`src/pkg/bcdr_pkg.sv`:
```
/*
 * Package for the bridge control and diagnostic register bank.
 * Holds register offsets, field positions, reset values, write masks,
 * timing constants and the packed request carrier of the configuration port.
 * Assumes a single 50 MHz clock domain shared by every user of the package.
 */
package bcdr_pkg;

   // Configuration byte offsets of the two registers.
   localparam logic [7:0]  BCDR_CTRL_OFFSET       = 8'hC0;
   localparam logic [7:0]  BCDR_DIAG_OFFSET       = 8'hC4;

   // Control register field positions.
   localparam int          CTRL_THRESH_SEL_LSB    = 4;
   localparam int          CTRL_THRESH_EN_BIT     = 3;
   localparam int          CTRL_CFG_PATH_BIT      = 2;
   localparam int          CTRL_RSVD_RW_BIT       = 1;

   // Control register reset value and the bits that software may change.
   localparam logic [31:0] CTRL_RESET             = 32'h0000_0000;
   localparam logic [31:0] CTRL_WR_MASK           = 32'h0000_003E;

   // Diagnostic register field positions.
   localparam int          DIAG_SEP_LAT_LSB       = 18;
   localparam int          DIAG_SHR_LAT_LSB       = 15;
   localparam int          DIAG_RSVD_HI_LSB       = 11;
   localparam int          DIAG_SEC_BLOCK_BIT     = 10;
   localparam int          DIAG_DEEP_TMR_LSB      = 6;
   localparam int          DIAG_STBY_TMR_LSB      = 2;

   // Diagnostic register reset value and the bits that software may change.
   localparam logic [31:0] DIAG_RESET             = 32'h0012_0108;
   localparam logic [31:0] DIAG_WR_MASK           = 32'h001F_FFFF;

   // Threshold arithmetic; line and step sizes in dwords.
   localparam logic [7:0]  FALLBACK_LINE_DW       = 8'h08;
   localparam logic [9:0]  THRESH_STEP_DW         = 10'h004;
   localparam logic [1:0]  THRESH_SEL_TWO_LINES   = 2'h3;

   // Clock and timer tick figures, with derived cycle counts rounded up.
   localparam int          CLK_PERIOD_PS          = 20000;
   localparam int          DEEP_IDLE_TICK_PS      = 512000;
   localparam int          STANDBY_TICK_PS        = 16000;
   localparam int          DEEP_IDLE_TICK_CYC     =
      (DEEP_IDLE_TICK_PS + CLK_PERIOD_PS - 1) / CLK_PERIOD_PS;
   localparam int          STANDBY_TICK_CYC       =
      (STANDBY_TICK_PS + CLK_PERIOD_PS - 1) / CLK_PERIOD_PS;

   // Width of the idle timer cycle counters.
   localparam int          TMR_CNT_W              = 10;

   // One configuration access as presented on the request port.
   typedef struct packed
   {
      logic        sel;
      logic        wr;
      logic [7:0]  addr;
      logic [3:0]  be;
      logic [31:0] wdata;
   } bcdr_cfg_req_t;

endpackage

```
`src/hw/bcdr_regs.sv`:
```
/*
 * Control and diagnostic register bank of a serial-link to parallel-bus bridge.
 * Assumes configuration requests, strap inputs and link idle indications
 * are synchronous to CLOCK, and RST_B is the internal power-on reset.
 */
// Function
// - Threshold select picks buffer space needed.
// - Invalid cache line size counts as 8 DW.
// - Threshold enable bit, reset to off.
// - Config path bit opens mapped register access.
// - Control bit 1 resets zero, bit 0 reads zero.
// - Diagnostic register at C4h, resets 0012_0108h.
// - Diagnostic bits 31:21 read-only zero.
// - Common clock set mirrors separate-clock latency.
// - Common clock clear mirrors shared-clock latency.
// - Diagnostic bits 14:11 reset to zero.
// - Block bit suppresses secondary bus reset.
// - Deep idle timer counts 512 ns ticks; the code rounds each tick up to 26 cycles, 520 ns.
// - Standby timer counts 62.5 MHz ticks; the code rounds each tick up to one 20 ns clock.
// - Diagnostic bits 1:0 reset to zero.
// - Link, global and power-on reset restore defaults.
module bcdr_regs
   import bcdr_pkg::*;
(
   // Clock and resets.
   input  wire logic          CLOCK,
   input  wire logic          RST_B,
   input  wire logic          LINK_RESET_B,
   input  wire logic          GLOBAL_RESET_PIN_B,
   // Configuration access port.
   input  wire bcdr_cfg_req_t CFG_REQ,
   output logic               CFG_ACK,
   output logic [31:0]        CFG_RDATA,
   // Upstream buffer threshold.
   input  wire logic [7:0]    CACHE_LINE_SIZE,
   input  wire logic [9:0]    UP_FREE_DW,
   output logic [9:0]         UP_THRESH_DW,
   output logic               UP_THRESH_EN,
   output logic               UP_ACCEPT,
   // Configuration path to memory-mapped registers.
   output logic               CFG_MEM_ACCESS_EN,
   // Link capability exit latency.
   input  wire logic          COMMON_CLOCK_CONFIG_BIT,
   output logic [2:0]         LINK_CAP_EXIT_LATENCY,
   // Secondary bus reset.
   input  wire logic          SECONDARY_BUS_RESET_BIT,
   output logic               SEC_BUS_RESET,
   // Link power state entry timers.
   input  wire logic          LINK_IDLE,
   output logic               DEEP_IDLE_ENTRY_REQ,
   output logic               STANDBY_ENTRY_REQ
);

   // Stored register contents.
   logic [31:0]          ctrl_reg;        // Control register image.
   logic [31:0]          ctrl_next;       // Next control register image.
   logic [31:0]          diag_reg;        // Diagnostic register image.
   logic [31:0]          diag_next;       // Next diagnostic register image.
   logic [31:0]          rdata_next;      // Next read data.
   logic [9:0]           thresh_reg;      // Registered threshold in dwords.
   logic [9:0]           thresh_next;     // Computed threshold in dwords.
   logic [2:0]           exit_lat_reg;    // Registered mirrored exit latency.
   logic [2:0]           exit_lat_next;   // Selected exit latency.

   // Decoded access strobes.
   wire                  hit_ctrl;        // Request addresses the control register.
   wire                  hit_diag;        // Request addresses the diagnostic register.
   wire                  wr_ctrl;         // Write to the control register.
   wire                  wr_diag;         // Write to the diagnostic register.
   wire                  field_clear;     // Link or global reset restores defaults.
   wire [31:0]           lane_mask;       // Byte enables spread over bits.

   // Named fields of the stored registers.
   wire [1:0]            thresh_sel;      // Threshold select field.
   wire [2:0]            sep_exit_lat;    // Separate-clock exit latency.
   wire [2:0]            shr_exit_lat;    // Shared-clock exit latency.
   wire                  sec_block;       // Secondary reset block bit.
   wire [3:0]            deep_idle_entry_timer;  // Deep idle ticks.
   wire [3:0]            standby_entry_timer;    // Standby ticks.

   // Cache line handling for the threshold.
   wire                  line_valid;      // Cache line size is a usable value.
   wire [7:0]            line_dw;         // Cache line used for the threshold.
   wire [9:0]            line_dw_w;       // Cache line widened to threshold width.

   // Idle timers, entry 0 is deep idle and entry 1 is standby.
   wire [TMR_CNT_W-1:0]  tmr_limit [2];   // Timeout in clock cycles.
   logic [1:0]           tmr_fire;        // Timeout reached while idle.

   // Address decode compares the whole byte offset, so only aligned words hit.
   assign hit_ctrl    = CFG_REQ.sel && (CFG_REQ.addr == BCDR_CTRL_OFFSET);
   assign hit_diag    = CFG_REQ.sel && (CFG_REQ.addr == BCDR_DIAG_OFFSET);
   assign wr_ctrl     = hit_ctrl && CFG_REQ.wr;
   assign wr_diag     = hit_diag && CFG_REQ.wr;
   assign field_clear = !LINK_RESET_B || !GLOBAL_RESET_PIN_B;

   // Each byte enable covers its own eight data bits.
   genvar lane;
   generate
      for (lane = 0; lane < 4; lane++)
      begin : g_lane
         assign lane_mask[lane*8 +: 8] = {8{CFG_REQ.be[lane]}};
      end
   endgenerate

   // Field extraction from the stored images.
   assign thresh_sel            = ctrl_reg[CTRL_THRESH_SEL_LSB +: 2];
   assign sep_exit_lat          = diag_reg[DIAG_SEP_LAT_LSB +: 3];
   assign shr_exit_lat          = diag_reg[DIAG_SHR_LAT_LSB +: 3];
   assign sec_block             = diag_reg[DIAG_SEC_BLOCK_BIT];
   assign deep_idle_entry_timer = diag_reg[DIAG_DEEP_TMR_LSB +: 4];
   assign standby_entry_timer   = diag_reg[DIAG_STBY_TMR_LSB +: 4];

   // A cache line size is taken as valid when it is a nonzero power of two.
   // Any other size falls back to eight dwords so the threshold stays usable.
   assign line_valid = (CACHE_LINE_SIZE != 8'h00) &&
                       ((CACHE_LINE_SIZE & (CACHE_LINE_SIZE - 8'h01)) == 8'h00);
   assign line_dw    = line_valid ? CACHE_LINE_SIZE : FALLBACK_LINE_DW;
   assign line_dw_w  = {2'h0, line_dw};

   // Next control image: write-masked bytes merge with the old value.
   // Bit 0 and bits above 5 are outside the mask and stay zero.
   always_comb
   begin
      ctrl_next = ctrl_reg;
      if (wr_ctrl)
      begin
         // Only enabled lanes of writable bits change.
         ctrl_next = (ctrl_reg & ~(lane_mask & CTRL_WR_MASK)) |
                     (CFG_REQ.wdata & lane_mask & CTRL_WR_MASK);
      end
   end

   // Next diagnostic image: bits 31:21 never take written data.
   always_comb
   begin
      diag_next = diag_reg;
      if (wr_diag)
      begin
         // Reserved read-write bits store whatever is written, as documented.
         // Software is expected to write zero into bits 14:11 and 1:0.
         diag_next = (diag_reg & ~(lane_mask & DIAG_WR_MASK)) |
                     (CFG_REQ.wdata & lane_mask & DIAG_WR_MASK);
      end
   end

   // Threshold in dwords: one line plus 4, 8 or 12, or two lines plus 4.
   always_comb
   begin
      if (thresh_sel == THRESH_SEL_TWO_LINES)
      begin
         // Two whole cache lines and one step.
         thresh_next = (line_dw_w << 1) + THRESH_STEP_DW;
      end
      else
      begin
         // One cache line plus one to three steps.
         thresh_next = line_dw_w + THRESH_STEP_DW * {8'h00, thresh_sel + 2'h1};
      end
   end

   // Exit latency mirror follows the common clock configuration.
   always_comb
   begin
      if (COMMON_CLOCK_CONFIG_BIT)
      begin
         // Common clock set selects the separate-clock value.
         exit_lat_next = sep_exit_lat;
      end
      else
      begin
         // Common clock clear selects the shared-clock value.
         exit_lat_next = shr_exit_lat;
      end
   end

   // Read data: mapped registers return their image, others return zero.
   always_comb
   begin
      if (hit_ctrl)
      begin
         // Control register, bit 0 and bits 31:6 forced low.
         rdata_next = ctrl_reg & CTRL_WR_MASK;
      end
      else if (hit_diag)
      begin
         // Diagnostic register, upper bits forced low.
         rdata_next = diag_reg & DIAG_WR_MASK;
      end
      else
      begin
         // Unmapped offsets read as zero.
         rdata_next = 32'h0000_0000;
      end
   end

   // Register images: power-on reset asynchronously, link and global
   // reset synchronously, so both paths land on the same defaults.
   // A link or global reset wins over a write in the same cycle, so
   // software must wait for the reset to end before programming.
   always_ff @(posedge CLOCK or negedge RST_B)
   begin
      if (!RST_B)
      begin
         ctrl_reg <= CTRL_RESET;
         diag_reg <= DIAG_RESET;
      end
      else if (field_clear)
      begin
         ctrl_reg <= CTRL_RESET;
         diag_reg <= DIAG_RESET;
      end
      else
      begin
         ctrl_reg <= ctrl_next;
         diag_reg <= diag_next;
      end
   end

   // Answer to the configuration port, one cycle after the request.
   always_ff @(posedge CLOCK or negedge RST_B)
   begin
      if (!RST_B)
      begin
         CFG_ACK   <= 1'b0;
         CFG_RDATA <= 32'h0000_0000;
      end
      else
      begin
         CFG_ACK   <= CFG_REQ.sel;
         CFG_RDATA <= (CFG_REQ.sel && !CFG_REQ.wr) ? rdata_next : 32'h0000_0000;
      end
   end

   // Derived outputs are registered so they change one cycle after the register they follow, two cycles after a write request.
   always_ff @(posedge CLOCK or negedge RST_B)
   begin
      if (!RST_B)
      begin
         thresh_reg   <= 10'h000;
         exit_lat_reg <= 3'h0;
      end
      else
      begin
         thresh_reg   <= thresh_next;
         exit_lat_reg <= exit_lat_next;
      end
   end

   // Threshold outputs and the accept decision seen by the parallel bus.
   assign UP_THRESH_DW          = thresh_reg;
   assign UP_THRESH_EN          = ctrl_reg[CTRL_THRESH_EN_BIT];
   assign UP_ACCEPT             = !UP_THRESH_EN || (UP_FREE_DW >= thresh_reg);
   assign CFG_MEM_ACCESS_EN     = ctrl_reg[CTRL_CFG_PATH_BIT];
   assign LINK_CAP_EXIT_LATENCY = exit_lat_reg;

   // The block bit masks the bridge control reset request.
   assign SEC_BUS_RESET = SECONDARY_BUS_RESET_BIT && !sec_block;

   // Timeouts in clock cycles: field value times the tick length.
   // Tick lengths are rounded up to whole clock cycles, so a deep idle
   // tick lasts 520 ns and a standby tick one full 20 ns clock.
   assign tmr_limit[0] = TMR_CNT_W'(deep_idle_entry_timer * DEEP_IDLE_TICK_CYC);
   assign tmr_limit[1] = TMR_CNT_W'(standby_entry_timer * STANDBY_TICK_CYC);

   // Each idle timer counts cycles of continuous idle and then holds its
   // request until the link leaves idle. A zero field never requests entry,
   // so a cleared field switches that power state off.
   genvar t;
   generate
      for (t = 0; t < 2; t++)
      begin : g_tmr
         logic [TMR_CNT_W-1:0] cnt_reg;    // Idle cycles seen so far.
         logic [TMR_CNT_W-1:0] cnt_next;   // Next idle cycle count.
         wire                  reached;    // Count has met the timeout.

         assign reached     = (tmr_limit[t] != '0) && (cnt_reg >= tmr_limit[t]);
         assign cnt_next    = (!LINK_IDLE) ? '0 :
                              reached ? cnt_reg : cnt_reg + TMR_CNT_W'(1);
         assign tmr_fire[t] = LINK_IDLE && reached;

         // Counter restarts whenever the link is busy.
         always_ff @(posedge CLOCK or negedge RST_B)
         begin
            if (!RST_B)
            begin
               cnt_reg <= '0;
            end
            else
            begin
               cnt_reg <= cnt_next;
            end
         end
      end
   endgenerate

   // Entry requests toward the link power manager.
   assign DEEP_IDLE_ENTRY_REQ = tmr_fire[0];
   assign STANDBY_ENTRY_REQ   = tmr_fire[1];

endmodule // bcdr_regs

```
`config.mk`:
```
export PLATFORM = sky130hd
export DESIGN_NAME = bcdr_regs
export DESIGN_NICKNAME = d
export VERILOG_FILES = /design/src/pkg/bcdr_pkg.sv /design/src/hw/bcdr_regs.sv
export SDC_FILE = /design/constraint.sdc
export NUM_CORES = 1
export LEC_CHECK = 0
export BUFFER_PORTS_ARGS = -buffer_cell sky130_fd_sc_hd__buf_2
export CAP_MARGIN = 20
export CORE_ASPECT_RATIO = 0.9
export CORE_MARGIN = 8
export CORE_UTILIZATION = 48
export DETAILED_ROUTE_END_ITERATION = 10
export PLACE_DENSITY_LB_ADDON = 0.05
export SLEW_MARGIN = 20
export SYNTH_ARGS = -nofsm -noshare
export SYNTH_HDL_FRONTEND = slang
export SYNTH_SLANG_ARGS = --single-unit
```
`constraint.sdc`:
```
create_clock -name CLOCK -period 3.5 [get_ports CLOCK]
set_input_delay 0.35 -clock CLOCK [delete_from_list [all_inputs] [get_ports CLOCK]]
set_output_delay 0.35 -clock CLOCK [all_outputs]
set_load 0.05 [all_outputs]
```
Word level (Yosys, flattened, before mapping) --
Index checks and enable logic that the tools add are counted.
Cells by class: reduce and logical (&&, ||, !) cells 24, equality and inequality tests 5, bitwise operators 8, mux-type cells 14, multipliers 1, $add $sub $neg 6, $lt $le $gt $ge 3
Operators with widths (count):
- 2-to-1 mux 32 bit | 6
- bitwise AND 32 bit | 2
- 2-to-1 mux 10 bit | 5
- inverter 21 -> 32 bit | 1
- inverter 6 -> 32 bit | 1
- bitwise OR 32 x 21 -> 32 bit | 1
- bitwise OR 32 x 6 -> 32 bit | 1
- bitwise AND 21 bit | 1
- 2-to-1 mux 21 bit | 1
- adder 10 x 1 -> 10 bit, second input constant | 2
- nonzero test 10 bit | 2
- equality test 8 bit, second input constant | 2
- logical AND 1 bit | 11
- adder 9 x 3 -> 10 bit, second input constant | 1
- greater-or-equal comparator 10 bit | 1
- greater-or-equal comparator 10 x 4 -> 1 bit | 1
- greater-or-equal comparator 10 x 9 -> 1 bit | 1
- adder 8 x 4 -> 9 bit | 1
- bitwise AND 8 bit | 1
- logical NOT 8 bit | 1
- multiplier 4 x 4 -> 8 bit, second input constant | 1
- 2-to-1 mux 8 bit | 1
- nonzero test 8 bit | 1
- subtractor 8 x 1 -> 8 bit, second input constant | 1
- 7 further kinds | 14
Word-level totals: logic and storage cells 69, register bits after elaboration 130, output and inout port bits 52

Depth between registers and ports, before layout --
Gate-level depths: netlist of run 1.
depth in word-level cells 7, depth in mapped cells 16, gate-level depth less buffers 14

Least setup slack after synthesis of run 1 --
OpenSTA, ideal clock, no wires.
kind reg2out, from reg diag_reg[6], to out DEEP_IDLE_ENTRY_REQ, setup slack -507 ps, required time 3150 ps, arrival 3657 ps, cell stages (with the launch flop) 16, path through dfrtp_1 -> inv_1 -> ha_1 -> ha_1 -> ha_1 -> fa_1 -> a21o_1 -> a21oi_1 -> xor2_1 -> ha_1 -> o221ai_1 -> a21o_1 -> a32oi_1 -> clkbuf_1 -> clkbuf_1 -> and2_1
Between the ends: longest elaborated chain between the ends 4
RTL lines:
- start, declared | RTL line bcdr_regs.sv:57 | logic [31:0] diag_reg;
- start signal, assigned | RTL line bcdr_regs.sv:216 | diag_reg <= diag_next;
- multiplier 4 x 4 -> 8 bit * | RTL line bcdr_regs.sv:263 | assign tmr_limit[0] = TMR_CNT_W'(deep_idle_entry_timer * DEEP_IDLE_TICK_CYC);
- greater-or-equal comparator 10 x 9 -> 1 bit / nonzero test 10 bit (equally long branches) | RTL line bcdr_regs.sv:277 | assign reached = (tmr_limit[t] != '0) && (cnt_reg >= tmr_limit[t]);
- logical AND 1 bit * | RTL line bcdr_regs.sv:277
- logical AND 1 bit * | RTL line bcdr_regs.sv:280 | assign tmr_fire[t] = LINK_IDLE && reached;
- end, declared | RTL line bcdr_regs.sv:50 | output logic DEEP_IDLE_ENTRY_REQ,
Every way passes the cells marked *; elsewhere a longest branch is shown, timed or not.

Final worst setup path of run 1 --
from reg diag_reg[8], to out DEEP_IDLE_ENTRY_REQ
Same word-level chain as after synthesis.

==> results of run 1 <==
==> logic make-up (layout without fill, tap and decap cells) <==
group | after synthesis | after routing
mux | 23 | 23
buf+inv | 54 | 162
other cells | 1 | 12
fa+ha+maj | 43 | 43
flops | 81 | 81
xor+xnor | 14 | 14
simple gates | 141 | 141
compound gates | 75 | 75
==> power by group through the flow <==
| stage | combinational [W] | sequential [W] | clock, W |
|---|---|---|---|
| after floorplan | 0.000169 | 0.000999 | 0 |
| after global placement | 0.000253 | 0.000993 | 0 |
| final | 0.000260 | 0.000976 | 0.000725 |
| after CTS | 0.000261 | 0.000976 | 0.000752 |
| after detailed placement | 0.000260 | 0.000995 | 0 |
| after global routing | 0.000292 | 0.000980 | 0.000788 |
==> synth_stat cells, types with 2 or more instances <==
library cell   n  area [um^2]
and2_1        13         81.3
a211oi_1       6         45.0
buf_4         11         82.6
nor4b_1        3         26.3
o21ai_0       11         55.1
nor4_1         2         12.5
o21a_1         4         30.0
o211ai_1       2         15.0
inv_1         31          116
xnor2_1       11         96.3
and3_1         6         37.5
clkbuf_1      10         37.5
mux2i_1       20          200
a21o_1         4         30.0
nand3_1       18         90.1
or3_1          9         56.3
nand2b_1       4         25.0
o221ai_1       2         17.5
dfstp_2        4          105
a22o_1         7         61.3
nand2_1       32          120
a211o_1        5         43.8
or4_1          3         22.5
mux2_2         3         33.8
ha_1          41          513
and4_1         2         17.5
dfrtp_1       77         1930
a21oi_1       24          120
nor2b_1        3         18.8
a22oi_1        2         15.0
xor2_1         3         26.3
fa_1           2         40.0
nor3_1         4         20.0
nor2_1        35          131
==> routing by layer <==
metal  global-route usage (%)  vias up
li1                         -     1709
met1                     22.7     1647
met2                     28.6       88
met3                     4.78        8
met4                     4.38        0
met5                        0        -
==> how the worst min path moves through the flow <==
stage,end,slack (ps),cells past startpoint
final,diag_reg[11],20,1
after CTS,CFG_ACK,110,1
after detailed placement,CFG_RDATA[14],470,1
after global placement,CFG_RDATA[14],460,1
after floorplan,CFG_ACK,50,0
after global routing,CFG_RDATA[13],70,1
==> critical path: stages, from the launching register on <==
cell and delay (ps):
dfstp_2 580, ha_4 220, ha_4 280, ha_4 190, a21o_1 190, a21oi_2 120
xor2_1 210, ha_1 280, a211o_1 300, a211oi_2 150, a21o_1 150, a32oi_2 70
and2_4 170, buf_8 140
==> stage by stage <==
| step | power, W | worst slack (ps) | setup TNS [ps] |
|---|---|---|---|
| after global routing | 0.00206 | -421 | -2480 |
| after detailed placement | 0.00125 | -189 | -915 |
| after floorplan | 0.00117 | 1.29 | 0 |
| final | 0.00196 | -270 | -1100 |
| after CTS | 0.00199 | -318 | -1100 |
| after global placement | 0.00125 | -98.7 | -516 |
==> cell type report <==
type / count / area (um^2) / share of cell area, %
Multi-Input combinational cell: 308 / 2340 / 42.7
Sequential cell: 81 / 2030 / 37.1
Timing Repair Buffer: 114 / 628 / 11.5
Tap cell: 122 / 153 / 2.78
Clock buffer: 9 / 124 / 2.26
Inverter: 32 / 120 / 2.19
Clock inverter: 7 / 83.8 / 1.53
==> repair_timing <==
action	4_1_cts	5_1_grt
pin swaps	14	16
setup endpoints to repair	9	9
cloned	0	0
buffers inserted	1	1
gates resized for setup	7	5
==> summary.txt, run 1 <==
Status
  – Failing checks: negative setup slack
  – Status: finished with violations

Drt
  – Max layer used: met4
  – Routed len/inst: 15.4 um
  – DRT iter0 DRCs: 116
  – DRC viols: 0
  – Routed vias: 3452
  – TritonRoute pass-1 iters: 4
  – WL met2: 4.93 mm
  – Metal-1 WL: 4.69 mm
  – Post-route ant nets: 0
  – WL final: 10.4 mm
  – Vias per std cell: 5.13
  – Met3 WL: 638 um

Setup path
  – Worst R2R Start: diag_reg[8]
  – Crit start category: register
  – Worst EP arrival: 3420 ps
  – Worst Path Max Fanout: 3
  – Critical Path End Type: output port
  – Worst path required time: 3150 ps
  – Crit Path Class: reg -> out
  – Reg-to-Reg End: g_tmr[0].cnt_reg[6]
  – CP startpoint: diag_reg[8]
  – FF-to-FF setup slack: -180 ps
  – Critical path endpoint: DEEP_IDLE_ENTRY_REQ
  – Reg2Reg Depth: 15

Logic synthesis
  – Post-synth ARST share: 100%
  – Synth Area in Compound Gates: 11.7%
  – Synth Instances: 432
  – Synth Area per Inst: 10.2 um^2
  – Synth Cell Area: 4420 um^2
  – Mux contribution to synthesized area: 5.29%
  – Post-synthesis xor/xnor area fraction: 2.77%
  – Count of different cell masters after synthesis: 52
  – EDFF count, synth: 0
  – Seq cells post-synth: 81
  – Seq/Total Area, Yosys: 46.0%
  – Synth warnings: 0
  – Synth Flop Type: dfrtp_1
  – Largest family of logic cells by synthesized area: simple AND/OR/NAND/NOR gates
  – Synth Area in Simple Gates: 16.2%
  – Post-synthesis adder-cell area fraction: 12.5%

Placement
  – Cell Count Post-Placement: 655
  – # port buffers: 99
  – DPL Wire Length: 7.84 mm
  – Placement Cell Area: 5190 um^2
  – Routability Congestion: 0.818

CTS
  – CTS H-tree lvls: 3
  – CTS Root Cell: clkbuf_8
  – Num CTS Buffers: 9
  – CTS Sinks: 81
  – TritonCTS clock tree: done
  – Cts hold-fix bufs: 0
  – Clock Latency Late Sink: 360 ps
  – Clock Tree Buf Depth: 2
  – CTS clk-pin slew, worst paths: 90 ps

Power and ir drop
  – Sequential share of power: 49.8%
  – Cell Int Power: 0.00139 W
  – Switching pwr: 0.000573 W
  – Worst VDD drop: 283 uV
  – Static leakage: 2.73 nW
  – Sw Ratio: 29.2%
  – Power Density: 358 nW/um^2
  – Clock Power Share: 37.0%
  – Logic pwr share: 13.2%

Finish
  – # fillers: 802
  – Area Overhead vs Synth: 24.0%
  – Share of layout cells above drive strength 1: 29.9%
  – Commonest non-fill, non-tap cell in the layout: buf_2
  – Final instance area: 5480 um^2
  – Most frequent cells in the layout: buf_2, dfrtp_1, nor2_1, nand2_1, ha_1
  – Net count, final: 660
  – Finished Layout Cells: 673
  – Final Util: 60.6%
  – Ant diodes: 0

Timing
  – Slew Limit Fails: 0
  – Highest achievable clock rate: 265 MHz
  – Min cycle time layout: 3770 ps
  – Slew at the pin closest to its max-slew limit: 789 ps
  – Final worst-path cycle share: 108%
  – Post-route worst setup slack: -270 ps
  – Hold Slack: 24.4 ps
  – RSZ-0062 raised after global routing: yes
  – Clock Skew: 9.54 ps
  – Relative slew slack: 47.1%
  – Final setup vio count: 7
  – Final hold viol count: 0

Floorplanning
  – Core area: 9040 um^2
  – Starting Density: 48.9%
  – Die height: 107 um
  – FP Rows: 33
  – Die Area: 12500 um^2
  – Chip width: 117 um
  – I/O pin cnt: 123

Global route
  – Initial antenna violation count: 0
  – Largest net degree at the start of global routing: 82
  – Grt ovf: 0
  – Total track usage: 17.6%
  – Vias in the first global route: 3592
  – First-pass GRT wire length: 17.3 mm

Flow run
  – Max-Cap Viols: 0

Worst hold path
  – Hold crit path type: in -> async
No activity file was read; power rests on OpenSTA's default activity.
==> run 2, diff against run 1 <==
==> constraint.sdc (replaced) <==
create_clock -name CLOCK -period 3.5 [get_ports CLOCK]
set_input_delay 0 -clock CLOCK [delete_from_list [all_inputs] [get_ports CLOCK]]
set_output_delay 0 -clock CLOCK [all_outputs]
set_load 0.05 [all_outputs]
==> summary.txt, run 2 (synthesis results as in run 1) <==
Timing
  – Min cycle time layout: 3660 ps (-111 ps)
  – Post-route worst setup slack: -159 ps (+111 ps)
  – Clock Skew: 10.4 ps (+0.858 ps)
  – Slew at the pin closest to its max-slew limit: 743 ps (-46.3 ps)
  – Final worst-path cycle share: 105% (-3.2 points)
  – Setup TNS: -895 ps (+207 ps)
  – Highest achievable clock rate: 273 MHz (+3.0%)
  – RSZ-0062 raised after global routing: yes
  – Relative slew slack: 50.2% (+3.1 points)
  – Slew Limit Fails: 0 (unchanged)
  – Final hold viol count: 0 (unchanged)
  – Hold Slack: 38.0 ps (+13.6 ps)
  – Final setup vio count: 8 (+1)

Global route
  – Met1 usage: 23.6% (+0.86 points)
  – Total track usage: 18.5% (+0.89 points)
  – GRT Max-Usage Layer: met2
  – Met3 usage: 5.00% (+0.22 points)
  – Routing usage on met2: 30.3% (+1.8 points)
  – First-pass GRT wire length: 18.6 mm (+7.0%)
  – Grt ovf: 0 (unchanged)
  – Largest net degree at the start of global routing: 82 (unchanged)
  – Initial antenna violation count: 0 (unchanged)
  – Vias in the first global route: 3837 (+6.8%)

CTS
  – CTS H-tree lvls: 3 (unchanged)
  – CTS Root Cell: clkbuf_8
  – Clock Latency Late Sink: 350 ps (about the same)
  – Num CTS Buffers: 9 (unchanged)
  – Clock Tree Buf Depth: 2 (unchanged)
  – CTS clk-pin slew, worst paths: 90 ps (about the same)
  – TritonCTS clock tree: done
  – CTS Sinks: 81 (unchanged)

Power and ir drop
  – Clock Power Share: 38.1% (+1.1 points)
  – Static leakage: 2.96 nW (+8.3%)
  – Power Density: 340 nW/um^2 (-5.0%)
  – Sequential share of power: 47.7% (-2.1 points)
  – Worst VDD drop: 277 uV (-1.9%)
  – Switching pwr: 0.000569 W (-0.78%)
  – Cell Int Power: 0.00148 W (+6.4%)
  – Logic pwr share: 14.2% (+1.0 points)
  – Sw Ratio: 27.8% (-1.4 points)

Finish
  – # fillers: 708 (-12%)
  – Most frequent cells in the layout: buf_2, dfrtp_1, dlygate4sd3_1, nor2_1, nand2_1
  – Share of layout cells above drive strength 1: 31.0% (+1.0 points)
  – Net count, final: 706 (+7.0%)
  – Commonest non-fill, non-tap cell in the layout: buf_2
  – Area Overhead vs Synth: 36.2%
  – Ant diodes: 0 (unchanged)

Placement
  – Routability Congestion: 0.842 (+2.9%)
  – DPL Wire Length: 7.83 mm (-0.15%)
  – # port buffers: 99 (unchanged)

Drt
  – Post-route ant nets: 0 (unchanged)
  – DRT iter0 DRCs: 128 (+10%)
  – TritonRoute pass-1 iters: 4 (unchanged)
  – Routed vias: 3685 (+6.7%)
  – DRC viols: 0 (unchanged)
  – WL final: 11.2 mm (+8.3%)
  – Routed len/inst: 15.6 um (+1.3%)
  – Vias per std cell: 5.13 (about the same)

Status
  – Status: finished with violations
  – Failing checks: negative setup slack

Setup path
  – Crit Path Class: reg -> out
  – Worst R2R Start: diag_reg[8]
  – Critical path's slowest cell: dfstp_2
  – Family with the most delay on the worst path: adder cells
  – Reg2Reg Depth: 15 (unchanged)
  – Critical Path End Type: output port
  – Crit path cell chain: ha_4, ha_4, buf_4, fa_2, a21o_1, a21oi_2, xor2_2, ha_1, o221ai_1, a21o_1, a32oi_2, buf_4, buf_6, and2_4, buf_8
  – Reg-to-Reg End: g_tmr[0].cnt_reg[8]
  – Worst EP arrival: 3660 ps (+240 ps)
  – Slowest stage delay, CP: 590 ps (about the same)
  – Crit start category: register
  – Worst path required time: 3500 ps (+350 ps)
  – FF-to-FF setup slack: -140 ps (+40 ps)
  – Crit path buffers/inverters: 4 (+3)
  – Worst Path Max Fanout: 3 (unchanged)

Flow run
  – Max-Cap Viols: 0 (unchanged)

Worst hold path
  – Hold Path Stages: 3
  – Hold Crit Endpoint: UP_THRESH_DW[5]
  – Hold crit path type: in -> reg
  – Hold path start: CACHE_LINE_SIZE[5]

Floorplanning
  – Starting Density: 48.9% (unchanged)
  – FP Rows: 33 (unchanged)
  – Core area: 9040 um^2 (unchanged)
  – I/O pin cnt: 123 (unchanged)
  – Die height: 107 um (unchanged)
  – Chip width: 117 um (unchanged)
  – Die Area: 12500 um^2 (unchanged)
==> run 2: cell types whose count changed in the layout (fill, tap and decap cells not counted), sizes merged <==
| cell | previous run | this run |
|---|---|---|
| buf | 114 | 124 |
| bufinv | 1 | 2 |
| inv | 35 | 33 |
| clkinv | 2 | 3 |
| dlygate4sd3 | 0 | 36 |
==> run 2: power groups by stage <==
stage / logic (W) / registers [W] / clock network, W
after floorplan: 0.000169 / 0.000999 / 0
final: 0.000290 / 0.000976 / 0.000780
after global placement: 0.000254 / 0.000994 / 0
after global routing: 0.000324 / 0.000980 / 0.000840
after detailed placement: 0.000259 / 0.000995 / 0
after CTS: 0.000290 / 0.000976 / 0.000808
==> run 2: stage by stage <==
| step | utilization, % | setup slack (ps) | instances | power [W] | instance area (um^2) |
|---|---|---|---|---|---|
| 2_1_floorplan | - | 11.7 | 443 | 0.00117 | 4480 |
| 3_3_place_gp | 56.5 | -90.3 | 656 | 0.00125 | 5110 |
| 3_5_place_dp | 56.5 | -201 | 656 | 0.00125 | 5110 |
| 4_1_cts | 65.3 | -122 | 716 | 0.00207 | 5900 |
| 5_1_grt | 66.6 | -292 | 719 | 0.00214 | 6020 |
| 6_report | 66.6 | -159 | 719 | 0.00205 | 6020 |
==> run 2: what timing repair did <==
action                     4_1_cts  5_1_grt
resized for setup               26       18
setup endpoints to repair       11       11
hold endpoints to repair       116        0
pin swaps                       22       15
buffers inserted                 8        3
hold buffers                    36        0
==> run 2: layout make-up <==
| type | count | area, um^2 | share of cell area [%] |
|---|---|---|---|
| Multi-Input combinational cell | 308 | 2420 | 40.1 |
| Sequential cell | 81 | 2030 | 33.7 |
| Timing Repair Buffer | 160 | 1070 | 17.8 |
| Tap cell | 122 | 153 | 2.53 |
| Clock buffer | 9 | 124 | 2.06 |
| Inverter | 32 | 120 | 1.99 |
| Clock inverter | 7 | 103 | 1.70 |
==> run 2: metal layers <==
metal	vias to the layer above	share of wire (%)
met5	-	0
met4	0	2.2
met3	18	5.9
met2	97	47
met1	1778	45
li1	1792	-
==> run 2: worst min-delay path, stage by stage <==
cell and delay (ps):
buf_2 170, a22oi_1 100, nor2_1 80
==> run 2: how the worst max path moves through the flow <==
stage                                to         from  slack [ps]  cells after the start
finish              DEEP_IDLE_ENTRY_REQ  diag_reg[8]        -160                     15
global route        DEEP_IDLE_ENTRY_REQ  diag_reg[8]        -290                     15
CTS                 DEEP_IDLE_ENTRY_REQ  diag_reg[8]        -120                     16
detailed placement  g_tmr[0].cnt_reg[6]  diag_reg[8]        -200                     15
global placement    g_tmr[0].cnt_reg[6]  diag_reg[8]         -90                     14
floorplan           g_tmr[0].cnt_reg[9]  diag_reg[8]          10                     14
==> run 3, diff against run 2 <==
--- a/config.mk
+++ b/config.mk
@@ -9,7 +9,7 @@
 export CAP_MARGIN = 20
 export CORE_ASPECT_RATIO = 0.9
 export CORE_MARGIN = 8
-export CORE_UTILIZATION = 48
+export CORE_UTILIZATION = 50
 export DETAILED_ROUTE_END_ITERATION = 10
 export PLACE_DENSITY_LB_ADDON = 0.05
 export SLEW_MARGIN = 20
==> constraint.sdc (replaced) <==
create_clock -name CLOCK -period 3.75 [get_ports CLOCK]
set_input_delay 0 -clock CLOCK [delete_from_list [all_inputs] [get_ports CLOCK]]
set_output_delay 0 -clock CLOCK [all_outputs]
set_load 0.05 [all_outputs]
==> summary.txt, run 3 (synthesis results as in run 1) <==
Floorplanning
  – Die height: 105 um (-1.7%)
  – I/O pin cnt: 123 (unchanged)
  – Starting Density: 51.6% (+2.7 points)
  – Core area: 8570 um^2 (-5.2%)
  – Chip width: 115 um (-1.7%)
  – FP Rows: 32 (-3.0%)
  – Die Area: 12100 um^2 (-3.4%)

Finish
  – Multi-input gate area: 2330 um^2 (-3.4%)
  – Ant diodes: 0 (unchanged)
  – Most frequent cells in the layout: buf_2, dfrtp_1, nor2_1, dlygate4sd3_1, ha_1
  – Net count, final: 696 (-1.4%)
  – Share of layout cells above drive strength 1: 28.3% (-2.7 points)
  – Final instance area: 5840 um^2 (-3.0%)
  – Commonest non-fill, non-tap cell in the layout: buf_2
  – # fillers: 695 (-1.8%)
  – Area Overhead vs Synth: 32.1%
  – Storage cell area: 2030 um^2 (about the same)

Setup path
  – Crit path cell chain: ha_4, ha_4, ha_4, a21o_1, a21oi_4, xor2_2, ha_1, a211o_1, o221ai_1, a21o_1, a32oi_4, buf_6, buf_6, or4_1, a21oi_1
  – Crit Path Class: reg -> reg
  – Crit path buffers/inverters: 2 (-2)
  – Critical path's slowest cell: dfstp_2
  – Crit start category: register
  – Worst path required time: 4030 ps (+530 ps)
  – Critical Path End Type: register
  – Slowest stage delay, CP: 590 ps (about the same)
  – Family with the most delay on the worst path: compound AO/OA/AOI/OAI gates
  – Crit path top cell by count: ha_4
  – Worst EP arrival: 4100 ps (+440 ps)
  – Worst Path Max Fanout: 4 (+1)

Power and ir drop
  – Design Power: 0.00186 W (-9.0%)
  – Power Density: 319 nW/um^2 (-6.2%)
  – Static leakage: 2.89 nW (-2.5%)
  – Worst VDD drop: 298 uV (+7.6%)

CTS
  – CTS clk-pin slew, worst paths: 100 ps (about the same)
  – Num CTS Buffers: 9 (unchanged)
  – CTS Sinks: 81 (unchanged)
  – Clock Latency Late Sink: 360 ps (about the same)
  – Clock Tree Buf Depth: 2 (unchanged)
  – CTS H-tree lvls: 3 (unchanged)
  – CTS Root Cell: clkbuf_8
  – TritonCTS clock tree: done

Timing
  – Clock Skew: 17.8 ps (+7.40 ps)
  – Final setup vio count: 2 (-6)
  – Hold Slack: 7.53 ps (-30.4 ps)
  – Slew Limit Fails: 0 (unchanged)
  – Setup TNS: -108 ps (+787 ps)
  – RSZ-0062 raised after global routing: yes
  – Min cycle time layout: 3820 ps
  – Slew at the pin closest to its max-slew limit: 760 ps (+17.0 ps)
  – Relative slew slack: 49.1% (-1.1 points)
  – Post-route worst setup slack: -74.0 ps (+85.0 ps)
  – Final worst-path cycle share: 102%
  – Highest achievable clock rate: 262 MHz
  – Final hold viol count: 0 (unchanged)

Drt
  – TritonRoute pass-1 iters: 4 (unchanged)
  – DRC viols: 0 (unchanged)
  – Routed len/inst: 15.8 um (+1.3%)
  – WL final: 11.2 mm (-0.51%)
  – Post-route ant nets: 0 (unchanged)
  – Vias per std cell: 5.20 (+1.4%)
  – Routed vias: 3668 (-0.46%)
  – DRT iter0 DRCs: 132 (+3.1%)

Global route
  – Grt ovf: 0 (unchanged)
  – Vias in the first global route: 3859 (+0.57%)
  – Largest net degree at the start of global routing: 82 (unchanged)
  – Initial antenna violation count: 0 (unchanged)
  – First-pass GRT wire length: 18.5 mm (-0.33%)
  – Total track usage: 18.7% (+0.20 points)

Flow run
  – Max-Cap Viols: 0 (unchanged)

Status
  – Failing checks: negative setup slack
  – Status: finished with violations

Placement
  – Worst slack, placed: -159 ps (+42.1 ps)
  – DPL Wire Length: 7.68 mm (-1.9%)
  – Routability Congestion: 0.850 (+0.91%)
  – Placement Cell Area: 5010 um^2 (-1.8%)
  – # port buffers: 99 (unchanged)

Worst hold path
  – Hold crit path type: in -> reg
==> run 3: what timing repair did <==
item	4_1_cts	5_1_grt
setup endpoints to repair	9	10
resized for setup	15	17
hold buffers	34	0
endpoints found under the hold margin	115	0
pin swaps	10	20
buffers inserted	7	6
==> run 3: worst register-to-register path, stage by stage (launching register included) <==
cell,delay (ps)
dfstp_2,590
ha_4,220
ha_4,280
ha_4,190
a21o_1,210
a21oi_4,190
xor2_2,190
ha_1,280
a211o_1,340
o221ai_1,200
a21o_1,170
a32oi_4,90
buf_6,150
buf_6,100
or4_1,390
a21oi_1,150
==> run 3: final timing paths <==
kind / from / end / slack, ps / cells after the start
min reg2reg: diag_reg[14] / CFG_RDATA[14] / 490 / 1
max: diag_reg[8] / g_tmr[0].cnt_reg[9] / -70 / 15
min in group asynchronous: RST_B / CFG_RDATA[10] / 260 / 2
max in group asynchronous: RST_B / diag_reg[7] / 2990 / 2
max reg2reg: diag_reg[8] / g_tmr[0].cnt_reg[9] / -70 / 15
min: CACHE_LINE_SIZE[2] / UP_THRESH_DW[0] / 8 / 4
==> run 3: through the flow <==
step,utilization (%),cells
after floorplan,-,443
after detailed placement,58.5,643
after CTS,66.5,700
final,68.2,706
after global placement,58.5,643
after global routing,68.2,706
==> run 3: power breakdown <==
group          leakage (nW)  switching [W]  internal [W]
sequential             1.09      0.0000218      0.000890
combinational          1.70       0.000162      0.000106
clock                0.0988       0.000362      0.000320
total                  2.89       0.000546       0.00132
==> run 3: metal layers <==
| metal | GRT usage (%) | part of all wire [%] |
|---|---|---|
| met1 | 23.4 | 44 |
| met3 | 5.31 | 5.7 |
| met4 | 5.15 | 1.8 |
| met2 | 30.9 | 49 |
| met5 | 0 | 0 |
==> run 3: area by class of cell <==
| type | instances | share of cell area, % |
|---|---|---|
| clock buffers | 9 | 2.12 |
| clock inverters | 7 | 1.41 |
| inverters | 32 | 2.06 |
| multi-input cells | 308 | 40.0 |
| flip-flops and latches | 81 | 34.8 |
| well taps | 119 | 2.55 |
| repair buffers | 150 | 17.1 |
